### src/logic/css_defines.svh
// constants for the clock source and start-up sequencer
`ifndef CSS_DEFINES_SVH
`define CSS_DEFINES_SVH

// register byte offsets on the avalon slave
`define CSS_REG_FUSE     4'h0
`define CSS_REG_SLEEP    4'h4
`define CSS_REG_STATUS   4'h8
`define CSS_REG_DOMAIN   4'hc

// fuse register layout and factory value (rc 8 MHz, sut 10, div8 programmed)
`define CSS_FUSE_CKSEL_LSB 0
`define CSS_FUSE_SUT_LSB   4
`define CSS_FUSE_DIV8_BIT  7
`define CSS_FUSE_RESET     8'h22

// sleep register layout
`define CSS_SLEEP_MODE_LSB 0
`define CSS_SLEEP_GO_BIT   4
`define CSS_SLEEP_RESET    3'h0

// clock source select codes
`define CSS_SRC_EXT      4'h0
`define CSS_SRC_RSVD     4'h1
`define CSS_SRC_RC8      4'h2
`define CSS_SRC_RC128    4'h3

// start-up counts in oscillator cycles
`define CSS_STARTUP_6    16'h0006
`define CSS_STARTUP_258  16'h0102
`define CSS_STARTUP_1K   16'h0400
`define CSS_EXTRA_CK     16'h000e

// supply time-out in watchdog oscillator cycles
`define CSS_TOUT_SHORT   14'h1000

// system prescaler terminal count for divide by eight
`define CSS_DIV8_LAST    3'h7

`endif

### src/logic/css_pkg.sv
// types for the clock source and start-up sequencer
`default_nettype none
package css_pkg;

  typedef enum logic [2:0] {
    SRC_LP_XTAL, SRC_FS_XTAL, SRC_LF_XTAL, SRC_RC128, SRC_RC8, SRC_EXT, SRC_RSVD
  } css_src_e;

  typedef enum logic [1:0] {TOUT_NONE, TOUT_SHORT, TOUT_LONG} css_tout_e;

  typedef enum logic [2:0] {
    SLP_IDLE, SLP_ADC_NR, SLP_PDOWN, SLP_PSAVE, SLP_STANDBY
  } css_sleep_e;

  typedef enum logic [2:0] {
    SEQ_HOLD, SEQ_TIMEOUT, SEQ_STARTUP, SEQ_RUN, SEQ_SLEEP
  } css_seq_e;

  typedef struct packed {
    logic       div8;   // 0 = programmed
    logic [1:0] sut;
    logic [3:0] cksel;
  } css_fuse_s;

  typedef struct packed {
    logic cpu;
    logic io;
    logic flash;
    logic asy;
    logic adc;
  } css_domain_s;

  typedef struct packed {
    css_tout_e   tout;
    logic [15:0] osc_cycles;
  } css_startup_s;

endpackage : css_pkg
`default_nettype wire

### src/logic/css_sequencer.sv
// clock source selection, domain gating and reset start-up sequencer
`include "css_defines.svh"
`default_nettype none

// Contract
// RULE1 - crystal fuse ranges pick three crystal modes
// RULE2 - codes 0011 0010 0000 pick internal/external
// RULE3 - fuse bit zero means programmed
// RULE4 - factory default rc, div8, sut 10
// RULE5 - hold internal reset after other sources
// RULE6 - time-out counted on watchdog oscillator
// RULE7 - time-out lengths 0, 4096, 8192
// RULE8 - count oscillator cycles before reset release
// RULE9 - reset start applies time-out and start-up
// RULE10 - sleep wake applies start-up count only
// RULE11 - start-up count from 6 to 32K
// RULE12 - low power crystal range from bits three-one
// RULE13 - low power crystal start-up count table
// RULE14 - add 14 cycles plus selected time-out
// RULE15 - gate five domains per sleep mode
// RULE16 - memory clock follows core clock
// RULE17 - async timer runs from own clock
// RULE18 - converter clock runs in noise mode
// RULE19 - wake interrupt seen with io halted
// RULE20 - divide system clock by eight when programmed
// RULE21 - configurer picks time-out above supply rise
// RULE22 - low frequency crystal count 1K or 32K
// RULE23 - any reset reassertion restarts both counters
module css_sequencer
  import css_pkg::*;
#(
  parameter logic [13:0] TOUT_LONG_CYCLES = 14'h2000,
  parameter logic [15:0] STARTUP_16K      = 16'h4000,
  parameter logic [15:0] STARTUP_32K      = 16'h8000
)(
  input  wire logic        clk,
  input  wire logic        rst,
  // avalon-mm slave
  input  wire logic [3:0]  avs_address,
  input  wire logic        avs_read,
  input  wire logic        avs_write,
  input  wire logic [3:0]  avs_byteenable,
  input  wire logic [31:0] avs_writedata,
  output logic [31:0]      avs_readdata,
  output logic             avs_waitrequest,
  // oscillator and event pins
  input  wire logic        oscillator_amp_input,
  input  wire logic        rc8_osc_in,
  input  wire logic        rc128_osc_in,
  input  wire logic        wdt_osc_in,
  input  wire logic        async_timer_clock,
  input  wire logic        reset_request,
  input  wire logic        ext_wake_irq,
  // outputs
  output logic             internal_reset,
  output css_domain_s      domain_clk_en,
  output css_src_e         osc_mode,
  output logic [2:0]       crystal_range_select_fuses
);

  ////////////////////////////////////////////////////////////////////////////////
  // decode functions

  // fuse field to clock source
  function automatic css_src_e decode_source(input logic [3:0] cksel);
    css_src_e s;
    s = SRC_RSVD;
    // RULE1 crystal code ranges
    if (cksel[3])
      s = SRC_LP_XTAL;
    else if (cksel[3:1] == 3'h3)
      s = SRC_FS_XTAL;
    else if (cksel[3:1] == 3'h2)
      s = SRC_LF_XTAL;
    // RULE2 internal and external codes
    else if (cksel == `CSS_SRC_RC128)
      s = SRC_RC128;
    else if (cksel == `CSS_SRC_RC8)
      s = SRC_RC8;
    else if (cksel == `CSS_SRC_EXT)
      s = SRC_EXT;
    return s;
  endfunction : decode_source

  // sut plus selection to start-up count and time-out
  function automatic css_startup_s decode_startup(input css_fuse_s f);
    css_startup_s r;
    css_src_e     s;
    s = decode_source(f.cksel);
    r.tout       = TOUT_LONG;
    r.osc_cycles = `CSS_STARTUP_6;
    case (s)
      SRC_LP_XTAL, SRC_FS_XTAL:
      begin
        // RULE13 crystal count table
        case ({f.cksel[0], f.sut})
          3'h0:    begin r.osc_cycles = `CSS_STARTUP_258; r.tout = TOUT_SHORT; end
          3'h1:    begin r.osc_cycles = `CSS_STARTUP_258; r.tout = TOUT_LONG;  end
          3'h2:    begin r.osc_cycles = `CSS_STARTUP_1K;  r.tout = TOUT_NONE;  end
          3'h3:    begin r.osc_cycles = `CSS_STARTUP_1K;  r.tout = TOUT_SHORT; end
          3'h4:    begin r.osc_cycles = `CSS_STARTUP_1K;  r.tout = TOUT_LONG;  end
          3'h5:    begin r.osc_cycles = STARTUP_16K;      r.tout = TOUT_NONE;  end
          3'h6:    begin r.osc_cycles = STARTUP_16K;      r.tout = TOUT_SHORT; end
          default: begin r.osc_cycles = STARTUP_16K;      r.tout = TOUT_LONG;  end
        endcase
      end
      SRC_LF_XTAL:
      begin
        // RULE22 1K or 32K by low bit
        r.osc_cycles = f.cksel[0] ? STARTUP_32K : `CSS_STARTUP_1K;
        r.tout       = (f.sut == 2'h0) ? TOUT_NONE :
                       (f.sut == 2'h1) ? TOUT_SHORT : TOUT_LONG;
      end
      default:
      begin
        // RULE11 six cycles for rc and external
        r.osc_cycles = `CSS_STARTUP_6;
        r.tout       = (f.sut == 2'h0) ? TOUT_NONE :
                       (f.sut == 2'h1) ? TOUT_SHORT : TOUT_LONG;
      end
    endcase
    return r;
  endfunction : decode_startup

  // domains running in a sequencer state and sleep mode
  function automatic css_domain_s domain_mask(input css_seq_e st, input css_sleep_e m);
    css_domain_s d;
    d = '0;
    if (st == SEQ_RUN)
      d = '1;
    else if (st == SEQ_SLEEP)
    begin
      // RULE15 per-mode gating
      case (m)
        SLP_IDLE:   begin d.io = 1'b1; d.asy = 1'b1; d.adc = 1'b1; end
        // RULE18 converter alive in noise mode
        SLP_ADC_NR: begin d.asy = 1'b1; d.adc = 1'b1; end
        // RULE17 timer keeps counting
        SLP_PSAVE:  d.asy = 1'b1;
        default:    d = '0;
      endcase
    end
    // RULE16 memory follows core
    d.flash = d.cpu;
    return d;
  endfunction : domain_mask

  ////////////////////////////////////////////////////////////////////////////////
  // pin synchronisers

  localparam int NPIN = 7;
  logic [NPIN-1:0] pin_raw;
  logic [NPIN-1:0] pin_s1;
  logic [NPIN-1:0] pin_s2;
  logic [NPIN-1:0] pin_s3;
  logic [NPIN-1:0] pin_rise;

  assign pin_raw = {ext_wake_irq, reset_request, async_timer_clock, wdt_osc_in,
                    rc128_osc_in, rc8_osc_in, oscillator_amp_input};

  // two flops then an edge history flop
  always_ff @(posedge clk or posedge rst)
  begin
    if (rst)
    begin
      pin_s1 <= '0;
      pin_s2 <= '0;
      pin_s3 <= '0;
    end
    else
    begin
      pin_s1 <= pin_raw;
      pin_s2 <= pin_s1;
      pin_s3 <= pin_s2;
    end
  end

  // rising edges of every synced pin
  genvar gi;
  generate
    for (gi = 0; gi < NPIN; gi++)
    begin : g_edge
      assign pin_rise[gi] = pin_s2[gi] & ~pin_s3[gi];
    end
  endgenerate

  logic xtal_rise;
  logic rc8_rise;
  logic rc128_rise;
  logic wdt_rise;
  logic asy_rise;
  logic reset_req_s;
  logic wake_s;

  assign xtal_rise   = pin_rise[0];
  assign rc8_rise    = pin_rise[1];
  assign rc128_rise  = pin_rise[2];
  assign wdt_rise    = pin_rise[3];
  assign asy_rise    = pin_rise[4];
  assign reset_req_s = pin_s2[5];
  // RULE19 wake seen on the always-running fabric clock
  assign wake_s      = pin_s2[6];

  ////////////////////////////////////////////////////////////////////////////////
  // avalon slave and software registers

  css_fuse_s  fuse_reg;
  css_sleep_e sleep_mode_reg;
  logic       sleep_go;
  logic       bus_ack;
  logic       bus_req;
  logic       wr_low;

  // factory fuse image as a sized constant, so its fields can be selected
  localparam logic [7:0] FUSE_DEFAULT = `CSS_FUSE_RESET;

  assign bus_req         = avs_read | avs_write;
  assign avs_waitrequest = bus_req & ~bus_ack;
  assign wr_low          = avs_write & bus_ack & avs_byteenable[0];

  // one wait state per access
  always_ff @(posedge clk or posedge rst)
  begin
    if (rst)
      bus_ack <= 1'b0;
    else
      bus_ack <= bus_req & ~bus_ack;
  end

  // fuse image, only sampled while reset is held
  always_ff @(posedge clk or posedge rst)
  begin
    if (rst)
      // RULE4 factory default image
      fuse_reg <= css_fuse_s'({FUSE_DEFAULT[`CSS_FUSE_DIV8_BIT],
                               FUSE_DEFAULT[`CSS_FUSE_SUT_LSB +: 2],
                               FUSE_DEFAULT[`CSS_FUSE_CKSEL_LSB +: 4]});
    else if (wr_low && avs_address == `CSS_REG_FUSE)
      fuse_reg <= css_fuse_s'({avs_writedata[`CSS_FUSE_DIV8_BIT],
                               avs_writedata[`CSS_FUSE_SUT_LSB +: 2],
                               avs_writedata[`CSS_FUSE_CKSEL_LSB +: 4]});
  end

  // sleep mode and one-cycle sleep request
  always_ff @(posedge clk or posedge rst)
  begin
    if (rst)
    begin
      sleep_mode_reg <= css_sleep_e'(`CSS_SLEEP_RESET);
      sleep_go       <= 1'b0;
    end
    else
    begin
      sleep_go <= 1'b0;
      if (wr_low && avs_address == `CSS_REG_SLEEP)
      begin
        sleep_mode_reg <= css_sleep_e'(avs_writedata[`CSS_SLEEP_MODE_LSB +: 3]);
        sleep_go       <= avs_writedata[`CSS_SLEEP_GO_BIT];
      end
    end
  end

  ////////////////////////////////////////////////////////////////////////////////
  // start-up sequencer

  css_seq_e     seq;
  css_fuse_s    active_fuse;
  css_sleep_e   sleep_mode_q;
  logic         from_reset;
  logic [13:0]  tout_cnt;
  logic [15:0]  osc_cnt;
  logic [15:0]  osc_target;
  logic [13:0]  tout_target;
  logic         osc_rise;
  css_src_e     active_src;
  css_startup_s active_su;
  css_startup_s fuse_su;

  assign active_src = decode_source(active_fuse.cksel);
  assign active_su  = decode_startup(active_fuse);
  assign fuse_su    = decode_startup(fuse_reg);

  // RULE14 fourteen extra cycles from reset only
  assign osc_target  = from_reset ? 16'(active_su.osc_cycles + `CSS_EXTRA_CK)
                                  : active_su.osc_cycles;
  // RULE7 short and long time-out lengths
  assign tout_target = (active_su.tout == TOUT_SHORT) ? `CSS_TOUT_SHORT : TOUT_LONG_CYCLES;

  // selected oscillator edge
  always_comb
  begin
    case (active_src)
      SRC_RC8, SRC_RSVD: osc_rise = rc8_rise;
      SRC_RC128:         osc_rise = rc128_rise;
      default:           osc_rise = xtal_rise;
    endcase
  end

  // sequencer state and counters
  always_ff @(posedge clk or posedge rst)
  begin
    if (rst)
    begin
      seq          <= SEQ_HOLD;
      active_fuse  <= '0;
      sleep_mode_q <= SLP_IDLE;
      from_reset   <= 1'b1;
      tout_cnt     <= '0;
      osc_cnt      <= '0;
    end
    else if (reset_req_s)
    begin
      // RULE23 reassertion restarts counting
      seq        <= SEQ_HOLD;
      from_reset <= 1'b1;
      tout_cnt   <= '0;
      osc_cnt    <= '0;
    end
    else
    begin
      case (seq)
        SEQ_HOLD:
        begin
          // RULE5 reset held past other sources
          active_fuse <= fuse_reg;
          from_reset  <= 1'b1;
          tout_cnt    <= '0;
          osc_cnt     <= '0;
          // RULE9 time-out first, then start-up
          seq <= (fuse_su.tout == TOUT_NONE) ? SEQ_STARTUP : SEQ_TIMEOUT;
        end
        SEQ_TIMEOUT:
        begin
          // RULE6 counted on watchdog edges
          if (wdt_rise)
          begin
            if (tout_cnt == 14'(tout_target - 14'h1))
            begin
              tout_cnt <= '0;
              seq      <= SEQ_STARTUP;
            end
            else
              tout_cnt <= tout_cnt + 14'h1;
          end
        end
        SEQ_STARTUP:
        begin
          // RULE8 count selected oscillator cycles
          if (osc_rise)
          begin
            if (osc_cnt == 16'(osc_target - 16'h1))
            begin
              osc_cnt <= '0;
              seq     <= SEQ_RUN;
            end
            else
              osc_cnt <= osc_cnt + 16'h1;
          end
        end
        SEQ_RUN:
        begin
          if (sleep_go)
          begin
            sleep_mode_q <= sleep_mode_reg;
            seq          <= SEQ_SLEEP;
          end
        end
        SEQ_SLEEP:
        begin
          if (wake_s)
          begin
            if (sleep_mode_q == SLP_IDLE || sleep_mode_q == SLP_ADC_NR)
              seq <= SEQ_RUN;
            else
            begin
              // RULE10 wake skips the supply time-out
              from_reset <= 1'b0;
              osc_cnt    <= '0;
              seq        <= SEQ_STARTUP;
            end
          end
        end
        default:
          seq <= SEQ_HOLD;
      endcase
    end
  end

  ////////////////////////////////////////////////////////////////////////////////
  // system prescaler and domain strobes

  logic [2:0]  presc;
  logic        div8_on;
  logic        sys_tick;
  css_domain_s dom;

  // RULE3 zero means programmed
  assign div8_on  = ~active_fuse.div8;
  // RULE20 divide by eight when programmed
  assign sys_tick = osc_rise & (~div8_on | (presc == `CSS_DIV8_LAST));
  assign dom      = domain_mask(seq, sleep_mode_q);

  // prescaler runs on the selected oscillator
  always_ff @(posedge clk or posedge rst)
  begin
    if (rst)
      presc <= '0;
    else if (seq == SEQ_HOLD)
      presc <= '0;
    else if (osc_rise)
      presc <= presc + 3'h1;
  end

  // registered clock enables for each domain
  always_ff @(posedge clk or posedge rst)
  begin
    if (rst)
      domain_clk_en <= '0;
    else
    begin
      // RULE15 halted domains get no strobes
      domain_clk_en.cpu   <= dom.cpu & sys_tick;
      domain_clk_en.io    <= dom.io & sys_tick;
      domain_clk_en.flash <= dom.flash & sys_tick;
      domain_clk_en.adc   <= dom.adc & sys_tick;
      // RULE17 timer strobes from its own pin
      domain_clk_en.asy   <= dom.asy & asy_rise;
    end
  end

  // reset output and mode reporting
  always_ff @(posedge clk or posedge rst)
  begin
    if (rst)
    begin
      internal_reset             <= 1'b1;
      osc_mode                   <= SRC_RSVD;
      crystal_range_select_fuses <= '0;
    end
    else
    begin
      // RULE5 released only after start-up count
      internal_reset <= ~(seq == SEQ_RUN || seq == SEQ_SLEEP);
      osc_mode       <= active_src;
      // RULE12 range from upper select bits
      crystal_range_select_fuses <= (active_src == SRC_LP_XTAL) ? active_fuse.cksel[3:1]
                                                                : 3'h0;
    end
  end

  ////////////////////////////////////////////////////////////////////////////////
  // read data

  always_ff @(posedge clk or posedge rst)
  begin
    if (rst)
      avs_readdata <= '0;
    else if (avs_read && !bus_ack)
    begin
      if (avs_address == `CSS_REG_FUSE)
        avs_readdata <= {24'h0, fuse_reg.div8, 1'b0, fuse_reg.sut, fuse_reg.cksel};
      else if (avs_address == `CSS_REG_SLEEP)
        avs_readdata <= {29'h0, sleep_mode_reg};
      else if (avs_address == `CSS_REG_STATUS)
        avs_readdata <= {24'h0, from_reset, active_src, internal_reset, seq};
      else if (avs_address == `CSS_REG_DOMAIN)
        avs_readdata <= {27'h0, dom};
      else
        avs_readdata <= '0;
    end
  end

endmodule : css_sequencer
`default_nettype wire

### config.mk
export PLATFORM = sky130hd
export DESIGN_NAME = css_sequencer
export DESIGN_NICKNAME = d
export VERILOG_FILES = /design/src/logic/css_pkg.sv /design/src/logic/css_sequencer.sv
export VERILOG_INCLUDE_DIRS = /design/src /design/src/logic
export SDC_FILE = /design/constraint.sdc
export NUM_CORES = 1
export LEC_CHECK = 0
export BUFFER_PORTS_ARGS = -buffer_cell sky130_fd_sc_hd__clkbuf_2
export CORE_ASPECT_RATIO = 0.5
export CORE_MARGIN = 8
export CORE_UTILIZATION = 56
export CTS_CLUSTER_DIAMETER = 50
export DETAILED_ROUTE_END_ITERATION = 12
export PLACE_DENSITY = 0.79
export SETUP_SLACK_MARGIN = 0.5
export SLEW_MARGIN = 5
export SYNTH_ARGS = -nofsm -noshare
export SYNTH_HDL_FRONTEND = slang
export SYNTH_SLANG_ARGS = --single-unit
export TNS_END_PERCENT = 50
### constraint.sdc
create_clock -name clk -period 4.3 [get_ports clk]
set_input_delay 0.86 -clock clk [delete_from_list [all_inputs] [get_ports clk]]
set_output_delay 0.86 -clock clk [all_outputs]
set_load 0.1 [all_outputs]
Word-level counts from Yosys, hierarchy flattened
Cells that the tools add are included.
{"block": "word_totals", "ram_bits": 0, "mem_bits_ro": 0, "inputBits": 51, "memories": 0, "regBits": 121, "latchBits": 0, "word_cells": 199}
{"block": "classes", "mul": 0, "div": 0, "mux": 62, "shift": 0, "n_bitwise": 23, "reduce_logical": 33, "order_cmp": 0, "n_eq_ne": 49, "n_addsub": 6}
{"op": "$pmux W18 S7", "count": 2}
{"op": "$mux W16", "count": 8}
{"op": "$pmux W18 S2", "count": 2}
{"op": "$mux W14", "count": 4}
{"op": "$mux W3", "count": 18}
{"op": "$pmux W16 S3", "count": 1}
{"op": "$eq A3 B2 Y1 const B", "count": 14}
{"op": "$eq A3 B3 Y1 const B", "count": 10}
{"op": "$pmux W14 S2", "count": 1}
{"op": "$mux W8", "count": 3}
{"op": "$ne A3 B3 Y1 const B", "count": 7}
{"op": "$eq A3 B1 Y1 const B", "count": 6}
{"op": "$logic_not A3 Y1", "count": 6}
{"op": "$mux W2", "count": 9}
{"op": "$add A16 B1 Y16 const B", "count": 1}
{"op": "$add A16 B4 Y16 const B", "count": 1}
{"op": "$eq A16 B16 Y1", "count": 1}
{"op": "$eq A4 B2 Y1 const B", "count": 4}
{"op": "$sub A16 B1 Y16 const B", "count": 1}
{"op": "$pmux W3 S5", "count": 1}
{"op": "$add A14 B1 Y14 const B", "count": 1}
{"op": "$eq A14 B14 Y1", "count": 1}
{"op": "$sub A14 B1 Y14 const B", "count": 1}
{"op": "$and A1 B1 Y1", "count": 13}
{"op": "other kinds (24)", "count": 57}

Depth between registers and ports, before layout
Gate-level depths: netlist of run 1.
{"block": "depth", "word_depth": 18, "depth_mapped": 16, "depth_no_buf": 14}

Least setup slack after synthesis of run 1
OpenSTA, ideal clock, no wires.
{"block": "synth_path", "path_kind": "reg-to-reg", "startpoint": "register active_fuse[5] in the netlist's numbering", "endpoint": "register osc_cnt[2]", "stages_incl_launch_ff": 16, "required_time_ns": 4.173, "arrival_time_ns": 3.291, "period_less_slack_ns": 3.418, "path_buffers": 2, "slack_ns": 0.882, "path_cell_list": "dfrtp_1 > buf_6 > or2_1 > buf_2 > o21ai_0 > ha_1 > nor3_1 > ha_1 > xnor2_1 > o221ai_2 > o31a_1 > a2111o_1 > a2111oi_4 > a21oi_4 > a21oi_1 > o22ai_1"}
{"block": "synth_via", "elab_chain_cells": 11}
{"item": "start, declared", "line_no": "css_sequencer.sv:267", "rtl": "css_fuse_s active_fuse;"}
{"item": "start signal, assigned", "line_no": "css_sequencer.sv:325", "rtl": "active_fuse <= fuse_reg;"}
{"item": "$eq A3 B3 Y1 (tied with other cells)", "line_no": "css_sequencer.sv:96", "rtl": "case ({f.cksel[0], f.sut})"}
{"item": "$pmux W18 S7 *", "line_no": "css_sequencer.sv:96"}
{"item": "$pmux W18 S2 *", "line_no": "css_sequencer.sv:92", "rtl": "case (s)"}
{"item": "$add A16 B4 Y16 (no source line)"}
{"item": "$mux W16 *", "line_no": "css_sequencer.sv:284", "rtl": "assign osc_target = from_reset ? 16'(active_su.osc_cycles + `CSS_EXTRA_CK)"}
{"item": "$sub A16 B1 Y16 *", "line_no": "css_sequencer.sv:351", "rtl": "if (osc_cnt == 16'(osc_target - 16'h1))"}
{"item": "$eq A16 B16 Y1 *", "line_no": "css_sequencer.sv:351"}
{"item": "$mux W16 *", "line_no": "css_sequencer.sv:351"}
{"item": "$mux W16 *", "line_no": "css_sequencer.sv:349", "rtl": "if (osc_rise)"}
{"item": "$pmux W16 S3 *", "line_no": "css_sequencer.sv:321", "rtl": "case (seq)"}
{"item": "$mux W16 *", "line_no": "css_sequencer.sv:311", "rtl": "else if (reset_req_s)"}
{"item": "end signal, assigned", "line_no": "css_sequencer.sv:357", "rtl": "osc_cnt <= osc_cnt + 16'h1;"}
{"item": "end, declared", "line_no": "css_sequencer.sv:271", "rtl": "logic [15:0] osc_cnt;"}
Every way passes the cells marked *; elsewhere a longest branch is shown, timed or not. The select of a mux whose other input is x is not followed.
A chain may end at the register's enable or synchronous reset.

Final worst setup path of run 1
{"block": "layout_path", "startpoint": "register active_fuse[5] in the netlist's numbering", "endpoint": "register osc_cnt[8]"}
The elaborated chain is that of the path after synthesis.

==> out/summary.txt, run 1 <==
Hold Vio Cnt, Final = 0
GRT Resource Usage Total = 16.9%
CP Cell Sequence = or2_4, o21ai_2, inv_1, ha_1, nor3_1, ha_1, xnor2_1, o221ai_2, o31a_1, a2111o_1, a2111oi_4, a21oi_4, a21oi_1, o22ai_1
CP Class = flip-flop to flip-flop
Adder-Cell Fraction of Synth Area = 2.31%
placed insts = 659
post-synthesis xor/xnor area fraction = 5.39%
Most flops, register = osc_cnt
Core Box Area = 0.00886 mm^2
CP delay by family, top = compound AO/OA/AOI/OAI gates
Final Skew = 8.62 ps
RSZ-0062 raised after global routing = no
clock buffer depth = 2
1st-iter DRT viols = 262
Port Buf Inserts = 43
max reg flops = 16
metal3 WL = 462 um
CP bufs+invs = 1
H-tree levels = 3
PwrDens = 582 mW/mm^2
root buf cell = clkbuf_16
Max-cap violations = 0
worst path required time = 4520 ps
TritonCTS clock tree = built
most common cell after layout, fill and taps aside = dfrtp_1
Max Fclk = 282 MHz
critical path peak fanout = 10
Post-Syn Area = 0.00520 mm^2
Ports = 96
met1 wire length = 5.09 mm
hold crit path type = flip-flop to flip-flop
Seq cells post-synth = 97
Synth area leaders = dfrtp_1 44%, mux2_2 4.3%, buf_4 4.2%
drt wl/cell = 15.6 um
Worst-Margin Slew = 1040 ps
Ys Warns = 0
Simple-Gate Fraction of Synth Area = 19.8%
Remaining Overflow, GRT = 0
slowest stage delay, CP = 510 ps
Sum Neg Setup Slack = 0 ps
mux contribution to synthesized area = 5.54%
worst path arrival time = 3770 ps
initial antenna violation count = 0
DR pass1 iterations = 4
vias = 3690
most frequent cells in the layout = 91 x dfrtp_1, 57 x nor2_1, 43 x clkbuf_2
Worst setup SP type = flip-flop
Routed WL = 10.6 mm
Synth Flop Type = dfrtp_1
post-place setup slack = 465 ps
postcts setup bufs = 0
synthesis-to-finish area growth = 9.51%
Final GP Congestion = 0.836
final setup violation count = 0
CP Capture Type = flip-flop
first-pass GRT wire length = 17.9 mm
status = finished clean
Post-synth EDFFs = 0
remaining routing DRC violations = 0
Top cell by count, worst path = ha_1
CTS sink cnt = 97
Netlist cell types = 70
vias per inst = 5.47
Chip Width = 152 um
final worst setup slack = 754 ps
Pleak = 2.50 nW
Final Critical Period = 3550 ps
sequential area share after synthesis = 46.8%
max-slew violations = 0
slew margin rel. = 30.7%
biggest regs = osc_cnt x16, tout_cnt x14, avs_readdata x8
largest vdd supply drop = 0.249 mV
Syn Inst Count = 520
Mapped Avg Cell Area = 10.0 um^2
Final #Nets = 613
worst-skew pair later-pin latency = 350 ps
Finished Layout Cells = 675
FP Rows = 24
layout cells sized above 1 = 21.7%
number of CTS-inserted buffers = 9
Compound-Gate Fraction of Synth Area = 12.7%
Slowest-stage cell, CP = dfrtp_1
final antenna-violating net count = 0
Synth top area share = 43.8%
Clock Pin Slew Worst Setup and Hold Paths = 70 ps
# diodes = 0
Highest Signal Layer = met4
Die Ht = 84.1 um
final period utilization = 82.5%
Final HPWL DP = 7.63 mm
met2 wire len = 4.88 mm
area leader, netlist = dfrtp_1
largest family of logic cells by synthesized area = simple AND/OR/NAND/NOR gates
Initial Util = 58.7%
async set-or-reset flop fraction in the synthesized netlist = 100%
vias in the first global route = 3695
DIE AREA = 0.0128 mm^2
largest net degree at the start of global routing = 89
## through the flow
stage               instance area (um^2)  utilization, %  hold WS [ps]  power, mW
floorplan                           5290               -           331       2.27
global placement                    5380            60.7           332       2.44
detailed placement                  5380            60.7           335       2.46
CTS                                 5680            64.1           351       3.29
global route                        5690            64.3           362       3.51
finish                              5690            64.3           349       3.32
## cells by family after synthesis
group                      after synthesis
AOI/OAI and AO/OA                       95
muxes                                   25
adders and majority gates                9
xor gates and xnor gates                32
DFF                                     97
and+or+nand+nor                        193
buffers and inverters                   68
other                                    1
## cells in the mapped netlist, types with 2 or more instances
cell	instances
nand4_1	6
a221oi_2	2
nor3_2	4
and3b_1	2
and2_1	3
xnor2_1	16
nor2b_1	10
a22o_1	2
dfstp_2	6
o22ai_1	5
buf_2	3
o21bai_1	2
nor2_2	2
nand2b_1	6
mux2_2	20
dfrtp_1	91
ha_1	8
o21ai_1	5
and3_1	4
o2111ai_1	5
nand3_1	20
o21a_1	2
o21ai_0	25
clkbuf_1	15
buf_6	2
nand2_1	35
nor3_1	11
xor2_1	16
nor3b_1	6
nand3b_1	4
o211ai_1	4
a22oi_1	4
mux2i_1	4
or2_1	3
or3_1	6
inv_1	19
a21oi_1	22
nor4_2	2
nor2_1	57
or2_2	3
buf_4	29
## repair_timing
| item | in CTS | in global routing |
|---|---|---|
| endpoints found under the setup margin | 13 | 16 |
| endpoints found under the hold margin | 0 | 0 |
| gates resized for setup | 1 | 4 |
| hold buffers | 0 | 0 |
## where the power goes
group	internal [mW]	switching [mW]	leakage (nW)	total (mW)
sequential	1.02	0.118	1.27	1.14
combinational	0.423	0.931	1.09	1.35
clock	0.460	0.361	0.147	0.821
total	1.91	1.41	2.50	3.32
## worst paths after layout
kind                                start     endpoint  slack (ps)  depth (start not counted)
max in group asynchronous             rst  fuse_reg[1]        2710                          3
hold reg to reg                 pin_s1[6]    pin_s2[6]         350                          0
min in group asynchronous             rst     presc[0]         770                          2
setup / recovery           active_fuse[5]   osc_cnt[8]         750                         14
hold / removal                  pin_s1[6]    pin_s2[6]         350                          0
setup reg to reg           active_fuse[5]   osc_cnt[8]         750                         14
## area by class of cell
class,instances,area [um^2]
clock inverters,6,73.8
repair buffers,48,253
flip-flops and latches,97,2430
fillers,681,3170
multi-input cells,378,2480
inverters,19,73.8
well taps,117,146
clock buffers,10,229
## layer usage
layer / track usage [%] / vias to the layer above
met2: 27.3 / 77
met5: 0 / -
met4: 4.32 / 0
met1: 21.8 / 1786
met3: 5.11 / 13
li1: - / 1814
## worst register-to-register path, cell delays in order, from the launching register on
cell and delay [ps]:
dfrtp_1 510, or2_4 340, o21ai_2 210, inv_1 70
ha_1 270, nor3_1 230, ha_1 200, xnor2_1 160
o221ai_2 120, o31a_1 120, a2111o_1 440, a2111oi_4 260
a21oi_4 200, a21oi_1 190, o22ai_1 110
Power figures use the tool's default switching activity.
==> run 2: changes to the inputs <==
- CORE_UTILIZATION: 56 -> 51
- PLACE_DENSITY: 0.79 -> 0.76
- clock period: 4.3 -> 2.87 ns (I/O delays scaled with it)
==> run 2 against run 1 <==
  * The flow now finishes with violations (setup timing)
  * First-iteration DRC count decreased by 17%
  * Setup slack got worse by 1000 ps
  * Global-route usage increased by 0.28 points
  * Worst hold slack got worse by 23 ps
  * Clock skew decreased by 3.3 ps
  * Design area increased by 6.9%
  * Fmax increased by 12%
  * Sequential power increased by 46%
  * Register-to-register slack got worse by 1000 ps
  * Highest routed layer unchanged
==> out/summary.txt, run 2 (synthesis results as in run 1) <==
status = finished, violations left
failing checks = setup timing
CP bufs+invs = 2 (+1)
slew margin rel. = 46.5% (+16 points)
final worst setup slack = -284 ps (-1040 ps)
Critical Path Start = active_fuse[0]
# hold bufs at CTS = 0 (unchanged)
Final #Nets = 640 (+4.4%)
Final Skew = 5.35 ps (-3.28 ps)
number of CTS-inserted buffers = 9 (unchanged)
synthesis-to-finish area growth = 17.0%
Final HPWL DP = 7.81 mm (+2.3%)
drt wl/cell = 15.3 um (-2.1%)
largest net degree at the start of global routing = 98 (+10%)
Slowest-stage cell, CP = a2111o_1
post-route design area = 0.00608 mm^2 (+6.9%)
Cell Area, Placed = 0.00565 mm^2 (+5.1%)
Max-cap violations = 0 (unchanged)
Worst setup SP type = flip-flop
1st-iter DRT viols = 218 (-17%)
slowest stage delay, CP = 450 ps (-60 ps)
Multi-input gate area = 0.00263 mm^2 (+5.7%)
FP Rows = 26 (+8.3%)
CP Cell Sequence = or2_4, o21ai_4, buf_6, fa_1, xor2_1, nor3_1, nand3_1, a2111o_1, a2111oi_4, buf_4, a21oi_4, a21oi_2, o22ai_2
hold_ws = 326 ps (-23.5 ps)
Pleak = 2.66 nW (+6.1%)
TritonCTS clock tree = built
final period utilization = 110% (+27 points)
post-layout util = 60.5% (-3.7 points)
Initial Util = 51.7% (-7.0 points)
hold path startpoint = rc8_osc_in
FF-to-FF path depth = 13 (-1)
layout cells sized above 1 = 28.9% (+7.2 points)
PwrDens = 890 mW/mm^2 (+53%)
Reg area = 0.00244 mm^2 (about the same)
CP Capture Type = flip-flop
Max Fclk = 317 MHz (+12%)
largest vdd supply drop = 0.471 mV (+89%)
first-pass GRT wire length = 19.4 mm (+8.0%)
vias in the first global route = 3931 (+6.4%)
Ports = 96 (unchanged)
worst path arrival time = 3390 ps (-380 ps)
biggest regs = osc_cnt x16, tout_cnt x14, avs_readdata x8
root buf cell = clkbuf_16
worst hold stages = 1 (+1)
worst path required time = 3100 ps (-1420 ps)
Die Ht = 87.4 um (+3.9%)
initial antenna violation count = 0 (unchanged)
worst-skew pair later-pin latency = 350 ps (about the same)
Chip Width = 159 um (+4.3%)
most frequent cells in the layout = 90 x dfrtp_1, 52 x nor2_1, 43 x clkbuf_2
Routed WL = 11.1 mm (+5.1%)
WHS Endpoint = pin_s1[1]
DIE AREA = 0.0139 mm^2 (+8.3%)
Final GP Congestion = 0.866 (+3.6%)
Sum Neg Setup Slack = -4270 ps (-4270 ps)
vias = 3937 (+6.7%)
Final Critical Period = 3150 ps (-393 ps)
Clock Pin Slew Worst Setup and Hold Paths = 70 ps (about the same)
RSZ-0062 raised after global routing = yes
fillers = 848 (+25%)
max-slew violations = 0 (unchanged)
Port Buf Inserts = 43 (unchanged)
CTS sink cnt = 97 (unchanged)
post-place setup slack = -355 ps (-820 ps)
vias per inst = 5.43 (-0.66%)
remaining routing DRC violations = 0 (unchanged)
hold crit path type = primary input to flip-flop
DR pass1 iterations = 4 (unchanged)
final setup violation count = 17 (+17)
most common cell after layout, fill and taps aside = dfrtp_1
flop2flop setup slack = -280 ps (-1040 ps)
CP Class = flip-flop to flip-flop
Worst-Margin Slew = 796 ps (-243 ps)
# diodes = 0 (unchanged)
launching point of the worst reg2reg path = active_fuse[0]
critical path peak fanout = 5 (-5)
final antenna-violating net count = 0 (unchanged)
H-tree levels = 3 (unchanged)
max reg flops = 16 (unchanged)
Most flops, register = osc_cnt
Remaining Overflow, GRT = 0 (unchanged)
Core Box Area = 0.0101 mm^2 (+13%)
CP delay by family, top = compound AO/OA/AOI/OAI gates
R2R Path End = osc_cnt[3]
GRT Resource Usage Total = 17.1% (+0.28 points)
clock buffer depth = 2 (unchanged)
Hold Vio Cnt, Final = 0 (unchanged)
-- run 2: changes by cell type in the layout (fill, tap and decap cells not counted), moves of 4 or more --
cell,delta
a21oi_2,+4
nor2_2,+5
nor2_1,-5
a21oi_1,-4
ha_1,-4
buf_4,+21
-- run 2: metrics by stage --
stage | cells | total power, mW
2_1_floorplan | 543 | 3.51
3_3_place_gp | 704 | 3.98
3_5_place_dp | 704 | 4.03
4_1_cts | 725 | 5.33
5_1_grt | 725 | 5.73
6_report | 725 | 5.41
-- run 2: timing repair --
| item | in CTS | in global routing |
|---|---|---|
| resized for setup | 5 | 21 |
| setup endpoints to repair | 17 | 29 |
| pin swaps | 11 | 7 |
| gates cloned | 2 | 0 |
| setup buffers | 3 | 0 |
-- run 2: where the power goes --
part | internal [mW] | switching (mW) | total [mW]
Combinational | 0.935 | 1.64 | 2.57
Clock | 0.632 | 0.550 | 1.18
Sequential | 1.53 | 0.125 | 1.66
-- run 2: final cells by class --
cell class                 instances  area share, %
multi-input combinational        380           43.1
sequential                        97           40.0
timing repair buffer              73           7.77
clock buffer                      10           3.93
tap                              140           2.88
inverter                          19           1.23
clock inverter                     6           1.01
-- run 2: worst reg2reg max path, cell delays in order, from the launching register on --
cell and delay [ps]:
dfrtp_1 380, or2_4 280, o21ai_4 230, buf_6 130, fa_1 420, xor2_1 150
nor3_1 170, nand3_1 110, a2111o_1 450, a2111oi_4 190, buf_4 200, a21oi_4 120
a21oi_2 160, o22ai_2 70
-- run 2: metal layers --
metal | vias to the layer above | wire, um | part of all wire [%] | GRT usage [%]
met5 | - | 0 | 0 | 0
met4 | 0 | 163 | 1.5 | 5.83
met3 | 17 | 595 | 5.4 | 4.67
met2 | 98 | 5120 | 46 | 28.1
met1 | 1941 | 5220 | 47 | 21.7
li1 | 1881 | - | - | -
-- run 2: worst max path at each step --
| stage | cells past startpoint | endpoint | slack [ps] |
|---|---|---|---|
| 2_1_floorplan | 15 | osc_cnt[6] | -310 |
| 3_3_place_gp | 12 | osc_cnt[6] | -300 |
| 3_5_place_dp | 12 | osc_cnt[2] | -360 |
| 4_1_cts | 15 | osc_cnt[6] | -230 |
| 5_1_grt | 13 | osc_cnt[2] | -420 |
| 6_report | 13 | osc_cnt[3] | -280 |
==> run 3: changes to the inputs <==
- CORE_UTILIZATION: 51 -> 56
- CTS_CLUSTER_SIZE: unset -> 24
- PLACE_DENSITY: 0.76 -> 0.79
- clock period: 2.87 -> 3.3 ns (I/O delays scaled with it)
==> run 3 against run 2 <==
  * The flow now finishes without violations
  * Combinational power is 20% lower
  * Via count decreased by 1.7%
  * Clock power down 17%
  * Core utilization increased by 5.9 points
  * Power fell by 17%
  * Final cell count decreased by 4.8%
  * Register-to-register slack gained 450 ps
  * Critical endpoint is now osc_cnt[2]
  * Largest cell class unchanged
==> out/summary.txt, run 3 (synthesis results as in run 1) <==
H-tree levels = 3 (unchanged)
worst path required time = 3520 ps (+420 ps)
Max Fclk = 319 MHz (+0.71%)
CP Class = flip-flop to flip-flop
Slowest-stage cell, CP = a2111o_1
Worst-Margin Slew = 917 ps (+121 ps)
max-slew violations = 0 (unchanged)
layout cells sized above 1 = 26.4% (-2.5 points)
Routed WL = 11.0 mm (-0.56%)
slowest stage delay, CP = 440 ps (about the same)
Pleak = 2.57 nW (-3.4%)
final setup violation count = 0 (-17)
GRT Resource Usage Total = 17.7% (+0.51 points)
Critical Path Start = active_fuse[0]
Remaining Overflow, GRT = 0 (unchanged)
Port Buf Inserts = 43 (unchanged)
most common cell after layout, fill and taps aside = dfrtp_1
post-layout util = 66.5% (+5.9 points)
Worst setup SP type = flip-flop
final worst setup slack = 169 ps (+452 ps)
Final Critical Period = 3130 ps (-22.3 ps)
largest net degree at the start of global routing = 98 (unchanged)
Final GP Congestion = 0.844 (-2.6%)
initial antenna violation count = 0 (unchanged)
Chip Width = 152 um (-4.1%)
post-place setup slack = 18.9 ps (+374 ps)
# diodes = 0 (unchanged)
largest vdd supply drop = 0.375 mV (-20%)
max reg flops = 16 (unchanged)
hold path startpoint = pin_s1[3]
vias per inst = 5.61 (+3.3%)
clock buffer depth = 2 (unchanged)
worst path arrival time = 3350 ps (-40 ps)
RSZ-0062 raised after global routing = yes
1st-iter DRT viols = 363 (+67%)
final period utilization = 94.9% (-15 points)
drt wl/cell = 16.0 um (+4.5%)
launching point of the worst reg2reg path = active_fuse[0]
Most flops, register = osc_cnt
Initial Util = 58.7% (+7.0 points)
TritonCTS clock tree = built
vias = 3871 (-1.7%)
hold crit path type = flip-flop to flip-flop
root buf cell = clkbuf_16
# hold bufs at CTS = 0 (unchanged)
number of CTS-inserted buffers = 9 (unchanged)
Final Skew = 6.67 ps (+1.32 ps)
synthesis-to-finish area growth = 13.2%
FP Rows = 24 (-7.7%)
DR pass1 iterations = 5 (+1)
hold_ws = 349 ps (+22.8 ps)
CTS sink cnt = 97 (unchanged)
PwrDens = 763 mW/mm^2 (-14%)
Clock Pin Slew Worst Setup and Hold Paths = 70 ps (about the same)
Sum Neg Setup Slack = 0 ps (+4270 ps)
first-pass GRT wire length = 18.8 mm (-3.1%)
remaining routing DRC violations = 0 (unchanged)
Hold Vio Cnt, Final = 0 (unchanged)
DIE AREA = 0.0128 mm^2 (-7.7%)
Core Box Area = 0.00886 mm^2 (-12%)
slew margin rel. = 38.4% (-8.1 points)
CP Capture Type = flip-flop
Final #Nets = 628 (-1.9%)
status = finished clean
Max-cap violations = 0 (unchanged)
final antenna-violating net count = 0 (unchanged)
Die Ht = 84.1 um (-3.7%)
critical path peak fanout = 5 (unchanged)
biggest regs = osc_cnt x16, tout_cnt x14, avs_readdata x8
CP Cell Sequence = or2_4, o21ai_4, ha_4, nor3_2, ha_2, xor2_1, nand3_1, a2111o_1, a2111oi_4, buf_4, a21oi_4, a21oi_2, o22ai_1
Final HPWL DP = 7.73 mm (-0.97%)
vias in the first global route = 3746 (-4.7%)
most frequent cells in the layout = 91 x dfrtp_1, 52 x nor2_1, 43 x clkbuf_2
Ports = 96 (unchanged)
worst-skew pair later-pin latency = 350 ps (about the same)
## run 3: changes by cell type in the layout (fill, tap and decap cells not counted), sizes merged
cell,delta
buf,-12
clkbuf,+1
clkinv,+1
inv,-2
## run 3: worst paths after layout
kind,to,slack [ps],depth (start not counted)
min in group asynchronous,pin_s1[4],410,3
min reg2reg,pin_s2[3],350,0
min,pin_s2[3],350,0
max,osc_cnt[2],170,13
max reg2reg,osc_cnt[2],170,13
max in group asynchronous,osc_mode[2],2440,3
## run 3: metrics by stage
stage          instance area, um^2  power, mW  instances
2_1_floorplan                 5350       3.05        543
5_1_grt                       5890       4.75        690
6_report                      5890       4.49        690
4_1_cts                       5860       4.46        689
3_3_place_gp                  5500       3.32        667
3_5_place_dp                  5500       3.36        667
## run 3: power breakdown
group          total [mW]  leakage [nW]  internal [mW]  switching, mW
clock               0.979         0.130          0.518          0.460
sequential           1.46          1.27           1.33          0.127
combinational        2.05          1.17          0.694           1.36
total                4.49          2.57           2.55           1.94
## run 3: layer usage
metal  global-route usage, %  share of wire [%]
met5                       0                  0
met4                    4.68                1.1
met3                    5.01                6.0
met2                    27.8                 46
met1                    23.6                 47
## run 3: area by class of cell
class / count / area [um^2]
Clock inverter: 5 / 42.5
Inverter: 19 / 75.1
Fill cell: 684 / 2970
Sequential cell: 97 / 2430
Multi-Input combinational cell: 380 / 2590
Tap cell: 117 / 146
Clock buffer: 11 / 233
Timing Repair Buffer: 61 / 363
## run 3: timing repair
item,CTS,global route
gates cloned,1,1
gates resized for setup,8,7
pin swaps,11,3
setup endpoints to repair,17,17
buffers inserted,5,0
endpoints found under the hold margin,0,0
## run 3: worst max-delay path, delay by kind of cell, from the launching register on
kind,cells,cell delay [ps]
simple gates,3,540
compound gates,6,1210
flops,1,380
buf+inv,1,210
xor+xnor,1,130
fa+ha+maj,2,540
